[src/hw/sfdp_pkg.sv]
// Shared constants and types for the parameter-table and power-on block
// Function
// - Capability word reports reset pin absent; hold, deep power-down, software reset present.
// - Suspend, resume and wrap read unsupported; wrap opcode and length bytes read FFh.
// - Block locking supported, volatile lock bits, lock opcode 36h advertised.
// - Volatile lock bits default to protected, shown as bit 10 zero.
// - One-time-programmable area supported; read lock and permanent lock unsupported.
// - All unused table bytes, 6Ch to 6Fh included, read FFh.
// - Table read only in lane modes 1-1-1, 2-2-2 or 4-4-4.
// - Wait states are dummy clocks after address or mode bits, before data.
// - Power-up enters standby, never deep power-down.
// - Power-up clears the write enable latch; writes locked until write-enable.
// - Commands only after the settle delay; device then accepts reads.
package sfdp_pkg;

    // ********************************************************
    // Table layout
    // ********************************************************
    localparam logic [7:0] TABLE_BASE      = 8'h60;
    localparam logic [7:0] TABLE_LAST      = 8'h6f;
    localparam logic [7:0] FILL_BYTE       = 8'hff;
    localparam logic [7:0] SUPPLY_MAX_LO   = 8'h00;
    localparam logic [7:0] SUPPLY_MAX_HI   = 8'h36;
    localparam logic [7:0] SUPPLY_MIN_LO   = 8'h00;
    localparam logic [7:0] SUPPLY_MIN_HI   = 8'h27;
    localparam logic [7:0] RESET_EN_OPCODE = 8'h66;
    localparam logic [7:0] SW_RESET_OPCODE = 8'h99;
    localparam logic [7:0] LOCK_OPCODE     = 8'h36;
    localparam logic [7:0] WREN_OPCODE     = 8'h06;
    localparam logic [7:0] WRDI_OPCODE     = 8'h04;
    localparam logic [7:0] DPD_OPCODE      = 8'hb9;
    localparam logic [7:0] DPD_EXIT_OPCODE = 8'hab;
    localparam logic [7:0] TABLE_OPCODE    = 8'h5a;

    // Capability word bit positions at 64h-65h
    localparam int CAP_RESET_PIN  = 0;
    localparam int CAP_HOLD_PIN   = 1;
    localparam int CAP_DPD        = 2;
    localparam int CAP_SW_RESET   = 3;
    localparam int CAP_OPC_LSB    = 4;
    localparam int CAP_PGM_SUSP   = 12;
    localparam int CAP_ERS_SUSP   = 13;
    localparam int CAP_UNUSED14   = 14;
    localparam int CAP_WRAP       = 15;
    // Lock word bit positions at 68h-69h
    localparam int LCK_SUPPORT    = 0;
    localparam int LCK_NONVOL     = 1;
    localparam int LCK_OPC_LSB    = 2;
    localparam int LCK_DEFAULT    = 10;
    localparam int LCK_OTP        = 11;
    localparam int LCK_READ_LOCK  = 12;
    localparam int LCK_PERM_LOCK  = 13;

    // ********************************************************
    // Timing and register map
    // ********************************************************
    localparam int SETTLE_US      = 800;
    localparam int CLK_MHZ        = 10;
    localparam int SETTLE_CYCLES  = SETTLE_US * CLK_MHZ;

    localparam logic [3:0] REG_STATUS  = 4'h0;
    localparam logic [3:0] REG_CONTROL = 4'h1;
    localparam logic [3:0] REG_TABLE   = 4'h2;
    localparam logic [31:0] BAD_READ   = 32'hdeadbeef;

    // Link lane mode
    typedef enum logic [2:0] {
        LANE_X1 = 3'b001,
        LANE_X2 = 3'b010,
        LANE_X4 = 3'b100
    } lane_type;

    // Power and command state
    typedef enum logic [3:0] {
        PS_SETTLE  = 4'b0001,
        PS_STANDBY = 4'b0010,
        PS_DEEP    = 4'b0100,
        PS_RST_ARM = 4'b1000
    } power_type;

    // Serial pins sampled into the core clock
    typedef struct packed {
        logic       sel_n;
        logic       sclk;
        logic [3:0] io;
    } link_in_type;

endpackage

[src/hw/sfdp_power_core.sv]
// Serial flash front end: parameter table reads, power-on state, Avalon-MM view
`timescale 1ns/1ps
module sfdp_power_core #(
    parameter int SETTLE_CYCLES = sfdp_pkg::SETTLE_CYCLES
) (
    // Clock and reset
    input  wire logic        MCLK,
    input  wire logic        RST_N,
    // Serial link pins
    input  wire logic        SEL_N,
    input  wire logic        SCLK,
    input  wire logic [3:0]  IO_IN,
    output logic      [3:0]  IO_OUT,
    output logic      [3:0]  IO_OE,
    // Avalon-MM slave
    input  wire logic [3:0]  AVS_ADDRESS,
    input  wire logic        AVS_READ,
    input  wire logic        AVS_WRITE,
    input  wire logic [31:0] AVS_WRITEDATA,
    output logic      [31:0] AVS_READDATA,
    output logic             AVS_WAITREQUEST,
    // State seen by the array logic
    output logic             WRITE_ENABLE_LATCH,
    output logic             READY
);

    // ********************************************************
    // Pin synchronisers
    // ********************************************************
    sfdp_pkg::link_in_type meta_q;
    sfdp_pkg::link_in_type pin_q;
    logic                  sclk_prev_q;
    logic                  rise;
    logic                  fall;

    // Two stages before any logic looks at a pin
    always_ff @(posedge MCLK) begin
        meta_q      <= {SEL_N, SCLK, IO_IN};
        pin_q       <= meta_q;
        sclk_prev_q <= pin_q.sclk;
    end

    assign rise = pin_q.sclk & ~sclk_prev_q & ~pin_q.sel_n;
    assign fall = ~pin_q.sclk & sclk_prev_q & ~pin_q.sel_n;

    // ********************************************************
    // Power-on state
    // ********************************************************
    sfdp_pkg::power_type pstate_q;
    logic [15:0]         settle_q;
    logic                wel_q;
    logic                cmd_done;
    logic [7:0]          opcode_q;

    always_ff @(posedge MCLK) begin
        if (!RST_N) begin
            settle_q <= 16'h0000;
        end else if (pstate_q == sfdp_pkg::PS_SETTLE) begin
            settle_q <= settle_q + 16'h0001;
        end
    end

    always_ff @(posedge MCLK) begin
        if (!RST_N) begin
            pstate_q <= sfdp_pkg::PS_SETTLE;
        end else begin
            unique case (pstate_q)
                sfdp_pkg::PS_SETTLE: begin
                    if (settle_q == 16'(SETTLE_CYCLES - 1)) begin
                        pstate_q <= sfdp_pkg::PS_STANDBY;
                    end
                end
                sfdp_pkg::PS_STANDBY: begin
                    if (cmd_done && opcode_q == sfdp_pkg::DPD_OPCODE) begin
                        pstate_q <= sfdp_pkg::PS_DEEP;
                    end else if (cmd_done && opcode_q == sfdp_pkg::RESET_EN_OPCODE) begin
                        pstate_q <= sfdp_pkg::PS_RST_ARM;
                    end
                end
                sfdp_pkg::PS_RST_ARM: begin
                    if (cmd_done) begin
                        pstate_q <= sfdp_pkg::PS_STANDBY;
                    end
                end
                sfdp_pkg::PS_DEEP: begin
                    if (cmd_done && opcode_q == sfdp_pkg::DPD_EXIT_OPCODE) begin
                        pstate_q <= sfdp_pkg::PS_STANDBY;
                    end
                end
                default: pstate_q <= sfdp_pkg::PS_STANDBY;
            endcase
        end
    end

    always_ff @(posedge MCLK) begin
        if (!RST_N) begin
            wel_q <= 1'b0;
        end else if (cmd_done && pstate_q == sfdp_pkg::PS_STANDBY && opcode_q == sfdp_pkg::WREN_OPCODE) begin
            wel_q <= 1'b1;
        end else if (cmd_done && (opcode_q == sfdp_pkg::WRDI_OPCODE
                     || (pstate_q == sfdp_pkg::PS_RST_ARM && opcode_q == sfdp_pkg::SW_RESET_OPCODE))) begin
            wel_q <= 1'b0;
        end
    end

    // ********************************************************
    // Serial command engine
    // ********************************************************
    sfdp_pkg::lane_type lane_q;
    logic [5:0]         bitcnt_q;
    logic [7:0]         addr_q;
    logic [7:0]         rom_data;
    logic [7:0]         shift_q;
    logic [3:0]         io_out_q;
    logic [3:0]         io_oe_q;
    logic               sel_prev_q;
    logic [2:0]         step;
    logic               table_cmd;
    logic               data_phase;
    logic               byte_due;
    logic               wait_q;

    // Bits per clock follow the lane mode
    assign step      = (lane_q == sfdp_pkg::LANE_X4) ? 3'd4 : (lane_q == sfdp_pkg::LANE_X2) ? 3'd2 : 3'd1;
    assign cmd_done  = pin_q.sel_n & ~sel_prev_q & (bitcnt_q >= 6'd8);
    assign table_cmd = (opcode_q == sfdp_pkg::TABLE_OPCODE) && (pstate_q == sfdp_pkg::PS_STANDBY);
    // 8 dummy bits after 24 address bits: 8, 4 or 2 clocks by lane mode
    assign data_phase = table_cmd && (bitcnt_q >= 6'd40);
    // A lone marker at the top means the last x1 or x2 bits are already out
    assign byte_due   = (shift_q == 8'h00) || (shift_q == 8'h80);

    sfdp_rom u_rom (
        .clk    (MCLK),
        .addr   (addr_q),
        .data_q (rom_data)
    );

    // Lane mode and select edge tracking
    always_ff @(posedge MCLK) begin
        if (!RST_N) begin
            lane_q     <= sfdp_pkg::LANE_X1;
            sel_prev_q <= 1'b1;
        end else begin
            sel_prev_q <= pin_q.sel_n;
            // Writes land on the completing edge only
            if (AVS_WRITE && !wait_q && AVS_ADDRESS == sfdp_pkg::REG_CONTROL) begin
                unique case (AVS_WRITEDATA[1:0])
                    2'b01:   lane_q <= sfdp_pkg::LANE_X2;
                    2'b10:   lane_q <= sfdp_pkg::LANE_X4;
                    default: lane_q <= sfdp_pkg::LANE_X1;
                endcase
            end
        end
    end

    // Opcode, address and bit counting on rising serial clock
    always_ff @(posedge MCLK) begin
        if (!RST_N || pin_q.sel_n) begin
            bitcnt_q <= 6'd0;
            opcode_q <= 8'h00;
            addr_q   <= 8'h00;
        end else if (rise) begin
            if (bitcnt_q < 6'd40) begin
                bitcnt_q <= bitcnt_q + 6'(step);
            end
            unique case (lane_q)
                sfdp_pkg::LANE_X4: begin
                    if (bitcnt_q < 6'd8) opcode_q <= {opcode_q[3:0], pin_q.io};
                    else if (bitcnt_q < 6'd32) addr_q <= {addr_q[3:0], pin_q.io};
                end
                sfdp_pkg::LANE_X2: begin
                    if (bitcnt_q < 6'd8) opcode_q <= {opcode_q[5:0], pin_q.io[1:0]};
                    else if (bitcnt_q < 6'd32) addr_q <= {addr_q[5:0], pin_q.io[1:0]};
                end
                default: begin
                    if (bitcnt_q < 6'd8) opcode_q <= {opcode_q[6:0], pin_q.io[0]};
                    else if (bitcnt_q < 6'd32) addr_q <= {addr_q[6:0], pin_q.io[0]};
                end
            endcase
        end else if (fall && data_phase && byte_due) begin
            addr_q <= addr_q + 8'h01; // Next byte once the last one is out
        end
    end

    // Data out on falling serial clock; table pointer wraps in 8 bits
    always_ff @(posedge MCLK) begin
        if (!RST_N || pin_q.sel_n) begin
            io_oe_q  <= 4'h0;
            io_out_q <= 4'h0;
            shift_q  <= 8'h00;
        end else if (fall && data_phase) begin
            unique case (lane_q)
                sfdp_pkg::LANE_X4: begin
                    io_oe_q  <= 4'hf;
                    io_out_q <= byte_due ? rom_data[7:4] : shift_q[3:0];
                    shift_q  <= byte_due ? {4'h1, rom_data[3:0]} : 8'h00;
                end
                sfdp_pkg::LANE_X2: begin
                    io_oe_q  <= 4'h3;
                    io_out_q <= {2'b00, byte_due ? rom_data[7:6] : shift_q[7:6]};
                    shift_q  <= byte_due ? {rom_data[5:0], 2'b10} : {shift_q[5:0], 2'b00};
                end
                default: begin
                    io_oe_q  <= 4'h2;
                    io_out_q <= {2'b00, byte_due ? rom_data[7] : shift_q[7], 1'b0};
                    shift_q  <= byte_due ? {rom_data[6:0], 1'b1} : {shift_q[6:0], 1'b0};
                end
            endcase
        end
    end

    // ********************************************************
    // Avalon-MM slave
    // ********************************************************
    logic [31:0] rdata_q;
    logic [7:0]  bus_byte_q;

    // One wait cycle per access, answer on the second edge
    always_ff @(posedge MCLK) begin
        if (!RST_N) begin
            wait_q <= 1'b1;
        end else begin
            wait_q <= ~(wait_q & (AVS_READ | AVS_WRITE));
        end
    end

    // Scratch byte at the table address, loaded from write data bits 7:0
    always_ff @(posedge MCLK) begin
        if (!RST_N) begin
            bus_byte_q <= 8'h00;
        end else begin
            if (AVS_WRITE && !wait_q && AVS_ADDRESS == sfdp_pkg::REG_TABLE) begin
                bus_byte_q <= AVS_WRITEDATA[7:0];
            end
        end
    end

    // Read mux
    always_ff @(posedge MCLK) begin
        if (!RST_N) begin
            rdata_q <= 32'h0;
        end else if (AVS_READ && wait_q) begin
            unique case (AVS_ADDRESS)
                sfdp_pkg::REG_STATUS:  rdata_q <= {26'h0, lane_q == sfdp_pkg::LANE_X4, lane_q == sfdp_pkg::LANE_X2,
                                                  pstate_q == sfdp_pkg::PS_DEEP, wel_q,
                                                  pstate_q != sfdp_pkg::PS_SETTLE, 1'b0};
                sfdp_pkg::REG_CONTROL: rdata_q <= {30'h0, lane_q == sfdp_pkg::LANE_X4, lane_q == sfdp_pkg::LANE_X2};
                sfdp_pkg::REG_TABLE:   rdata_q <= {24'h0, bus_byte_q};
                default:               rdata_q <= sfdp_pkg::BAD_READ;
            endcase
        end
    end

    // Registered outputs
    assign IO_OUT             = io_out_q;
    assign IO_OE              = io_oe_q;
    assign AVS_READDATA       = rdata_q;
    assign AVS_WAITREQUEST    = wait_q;
    assign WRITE_ENABLE_LATCH = wel_q;
    assign READY              = pstate_q[1];
endmodule // sfdp_power_core

[src/hw/sfdp_rom.sv]
// Registered read of the parameter table bytes 60h-6Fh
`timescale 1ns/1ps
module sfdp_rom (
    // Clock
    input  wire logic       clk,
    // Read port
    input  wire logic [7:0] addr,
    output logic      [7:0] data_q
);

    logic [7:0] data_d;

    // Byte lookup; every byte outside the table reads blank
    always_comb begin
        data_d = sfdp_pkg::FILL_BYTE;
        unique case (addr)
            8'h60: data_d = sfdp_pkg::SUPPLY_MAX_LO;
            8'h61: data_d = sfdp_pkg::SUPPLY_MAX_HI;
            8'h62: data_d = sfdp_pkg::SUPPLY_MIN_LO;
            8'h63: data_d = sfdp_pkg::SUPPLY_MIN_HI;
            8'h64: data_d = {sfdp_pkg::SW_RESET_OPCODE[3:0], 4'b1110};
            8'h65: data_d = {4'b0100, sfdp_pkg::SW_RESET_OPCODE[7:4]};
            8'h66: data_d = sfdp_pkg::FILL_BYTE;
            8'h67: data_d = sfdp_pkg::FILL_BYTE;
            8'h68: data_d = {sfdp_pkg::LOCK_OPCODE[5:0], 2'b01};
            8'h69: data_d = {2'b11, 1'b0, 1'b0, 1'b1, 1'b0, sfdp_pkg::LOCK_OPCODE[7:6]};
            default: data_d = sfdp_pkg::FILL_BYTE;
        endcase
    end

    // Registered output
    always_ff @(posedge clk) begin
        data_q <= data_d;
    end

endmodule // sfdp_rom

[config.mk]
export PLATFORM = sky130hd
export DESIGN_NAME = sfdp_power_core
export DESIGN_NICKNAME = d
export VERILOG_FILES = /design/src/hw/sfdp_pkg.sv /design/src/hw/sfdp_power_core.sv /design/src/hw/sfdp_rom.sv
export SDC_FILE = /design/constraint.sdc
export NUM_CORES = 1
export LEC_CHECK = 0
export BUFFER_PORTS_ARGS = -buffer_cell sky130_fd_sc_hd__buf_2
export CAP_MARGIN = 20
export CORE_UTILIZATION = 57
export CTS_BUF_LIST = sky130_fd_sc_hd__clkbuf_8
export DETAILED_ROUTE_END_ITERATION = 10
export PLACE_DENSITY = 0.82
export SLEW_MARGIN = 20
export SYNTH_ARGS = -nofsm -noshare
export SYNTH_HDL_FRONTEND = slang
export SYNTH_SLANG_ARGS = --single-unit
export TNS_END_PERCENT = 10
[constraint.sdc]
create_clock -name MCLK -period 2.9 [get_ports MCLK]
set_clock_uncertainty 0.15 [all_clocks]
set_input_delay 0.29 -clock MCLK [delete_from_list [all_inputs] [get_ports MCLK]]
set_output_delay 0.29 -clock MCLK [all_outputs]
set_load 0.005 [all_outputs]
==> flow_metrics.py <==
metrics = {
    "synth": {
        "ys.flop_type": "dfxtp_1",
        "ys_seq_area_share_pct": 37.94,
        "yosys-top-cells-count": "dfxtp_1, nor2_1, a21oi_1, nand2_1, o21ai_0",
        "ys_async_sr_fraction_pct": 0,
        "ys_seq_elements": 100,
        "synth_area_leader_cell": "dfxtp_1",
        "yosysMostFrequentCell": "dfxtp_1",
        "syn_area_sq_um": 5276,
        "synth_edf_count": 0,
        "syn_avg_cell_area_sq_um": 8.142,
        "synth_top_area_share_pct": 37.94,
        "synth_cell_types": 70,
        "synth_area_leaders": "dfxtp_1, a21oi_1, nor2_1",
        "synth_warnings": 0,
        "postSynthCellCount": 648,
    },
    "power": {
        "power.leakage_nw": 2.343,
        "seqPwrFrac_pct": 57.5,
        "p_comb_share_pct": 7.5,
        "p_int_mw": 1.828,
        "ir_drop_mv": 0.2713,
        "pwr_density_cell_nw_per_um2": 430.9,
        "p_clk_share_pct": 35.1,
        "p_sw_mw": 0.6691,
        "power.total_mw": 2.497,
        "power.share.switching_pct": 26.80,
    },
    "drt": {
        "wl_per_cell_um": 15.82,
        "drtPass1Iterations": 10,
        "final_antenna_net_count": 0,
        "via_per_inst": 6.102,
        "routed-via-count": 4869,
        "dr.first_iter.drc_count": 371,
        "drt_wl_total_mm": 12.62,
        "drc": 7,
    },
    "floorplan": {
        "floorplan.die.width_um": 98.21,
        "fp.coreArea_sq_um": 8848,
        "io_pins": 89,
        "die_y_um": 98.21,
        "start_util_pct": 59.63,
        "dieArea_sq_um": 9645,
        "rows": 34,
    },
    "clock_network": {
        "cts_setup_buffers": 0,
        "root_buffer": "clkbuf_8",
        "path_clk_slew_ps": 110,
        "htreeDepth": 3,
        "clock_sinks": 100,
        "cts_tree": "built",
        "cts-buffers-inserted": 9,
        "cts_resized": 0,
        "holdBufCountCts": 8,
        "clock_latency_ps": 380,
        "clk_path_buf_depth": 2,
    },
    "setup_path": {
        "rr_endpoint": "addr_q[0]",
        "critPathMaxStageDelay_ps": 550,
        "reg2reg_from": "pstate_q[2]",
        "cp-start-kind": "register",
        "worstPathArrival_ps": 2850,
        "worstPathRequired_ps": 3040,
        "cp-startpoint": "pstate_q[2]",
        "crit_buf_inv": 0,
        "worstSetupPathDepth": 5,
        "crit_type": "reg -> reg",
        "worstPathCellList": "or4b_1 -> or4_4 -> o31ai_4 -> o21ai_1 -> a221oi_2",
        "ff2ff_path_depth": 5,
        "crit_slowest_cell": "or4_4",
        "rrSetupSlack_ps": 190,
        "worstPathMaxFanout": 13,
        "crit_family": "simple AND/OR/NAND/NOR gates",
        "worstSetupEndpointType": "register",
        "crit_end": "addr_q[0]",
    },
    "sta": {
        "period_share_pct": 93.59,
        "setup_violations": 0,
        "rsz0062_at_grt": "no",
        "whs_ps": 17.84,
        "timing.setup.tns_ps": 0,
        "hold_violations": 0,
        "post-route-min-period_ps": 2714,
        "fmax_ghz": 0.3685,
        "drv_slew": 0,
        "worst_slew_pin_slew_ps": 788.8,
        "relSlewSlack_pct": 47.30,
    },
    "global_route": {
        "grt-ovfl-total": 0,
        "grt_pass1_vias": 4423,
        "antenna_found_initial": 1,
        "grt_max_degree": 40,
        "grtUsageTotal_pct": 26.68,
        "grt_pass1_wl_mm": 20.87,
    },
    "hold_path": {
        "min-delay-start": "AVS_WRITEDATA[3]",
        "hold_class": "in -> reg",
    },
    "placed_design": {
        "port_buffers": 57,
        "gp_congestion": 0.9137,
        "dp_hpwl_mm": 8.767,
    },
    "layout": {
        "fillers": 739,
        "syn2layout_area_growth_pct": 9.841,
        "nNetsFinal": 742,
        "n_antenna_cell": 0,
        "layout-drive-gt1-share_pct": 15.51,
    },
    "run": {
        "drv_cap": 0,
    },
    "outcome": {
        "violations": "DRC",
        "status": "complete, but fails checks",
    },
}
-- cell families after synthesis --
kind of cell	after synthesis	share of synthesized area (%)
AND/OR/NAND/NOR	235	23.43
buffers and inverters	90	8.418
other	1	0.07107
AO/OA/AOI/OAI	182	22.22
flip-flops	100	37.94
adder cells (fa/ha/maj)	11	2.751
XOR/XNOR	16	2.656
multiplexers	13	2.514
-- power by group through the flow --
stage                     logic [mW]  registers (mW)  clock network (mW)
after floorplan                0.128            1.46                   0
after global placement         0.167            1.46                   0
after detailed placement       0.175            1.47                   0
after CTS                      0.184            1.43               0.893
after global routing           0.203            1.44               0.941
final                          0.186            1.44               0.876
-- routing by layer --
metal  track usage, %  wire length (um)
met5                0                13
met1            34.92              5541
met2            42.63              5986
met3            7.015               879
met4            9.300               200
-- registers in the layout, indices dropped and copies added (netlist names), 3 cells and up --
| register | count |
|---|---|
| settle_q | 16 |
| AVS_READDATA | 9 |
| addr_q | 8 |
| bus_byte_q | 8 |
| opcode_q | 8 |
| shift_q | 8 |
| u_rom.data_q | 7 |
| bitcnt_q | 6 |
| meta_q | 6 |
| pin_q | 6 |
| IO_OUT | 4 |
| pstate_q | 4 |
| IO_OE | 3 |
| lane_q | 3 |
-- tightest hold or removal path: stages --
cell,delay [ps]
buf_2,80
mux2i_1,50
nor2b_1,100
-- worst min-delay path by stage --
stage          cells past startpoint       endpoint  slack (ps)
6_report                           3  bus_byte_q[3]          20
5_1_grt                            3  bus_byte_q[4]          40
4_1_cts                            2    pstate_q[3]          10
3_5_place_dp                       0       pin_q[3]         160
3_3_place_gp                       0       pin_q[3]         160
2_1_floorplan                      0       pin_q[0]         160
-- cell usage in the layout, fill, tap and decap left out, types with 7 or more instances in the layout --
cell type,count
dfxtp_1,100
buf_2,57
nor2_1,52
a21oi_1,50
nand2_1,50
o21ai_0,36
inv_1,23
buf_4,22
nor3_1,21
nand3_1,18
nor2b_1,18
and2_1,18
o22ai_1,17
a31oi_1,13
nand2b_1,12
mux2i_1,11
xnor2_1,11
ha_1,10
clkbuf_8,9
nor4_1,8
a211o_1,8
dlygate4sd3_1,8
o211ai_1,7
conb_1,7
-- layout make-up --
class	count	area [sq um]	share of cell area, %
clock buffers	9	123.9	2.137
inverters	23	86.33	1.490
repair buffers	87	530.5	9.154
multi-input cells	464	2853	49.22
well taps	108	135.1	2.332
clock inverters	7	65.06	1.123
flip-flops and latches	100	2002	34.54
-- metrics by stage --
stage | util (%) | cells | area [sq um] | worst slack (ps)
5_1_grt | 65.50 | 798 | 5796 | 53.35
6_report | 65.50 | 798 | 5796 | 186.0
3_3_place_gp | 62.46 | 774 | 5527 | 269.7
4_1_cts | 65.50 | 798 | 5796 | 203.7
2_1_floorplan | - | 654 | 5299 | 414.9
3_5_place_dp | 62.46 | 774 | 5527 | 233.2
Note: power is estimated with default switching activity, not from simulation.
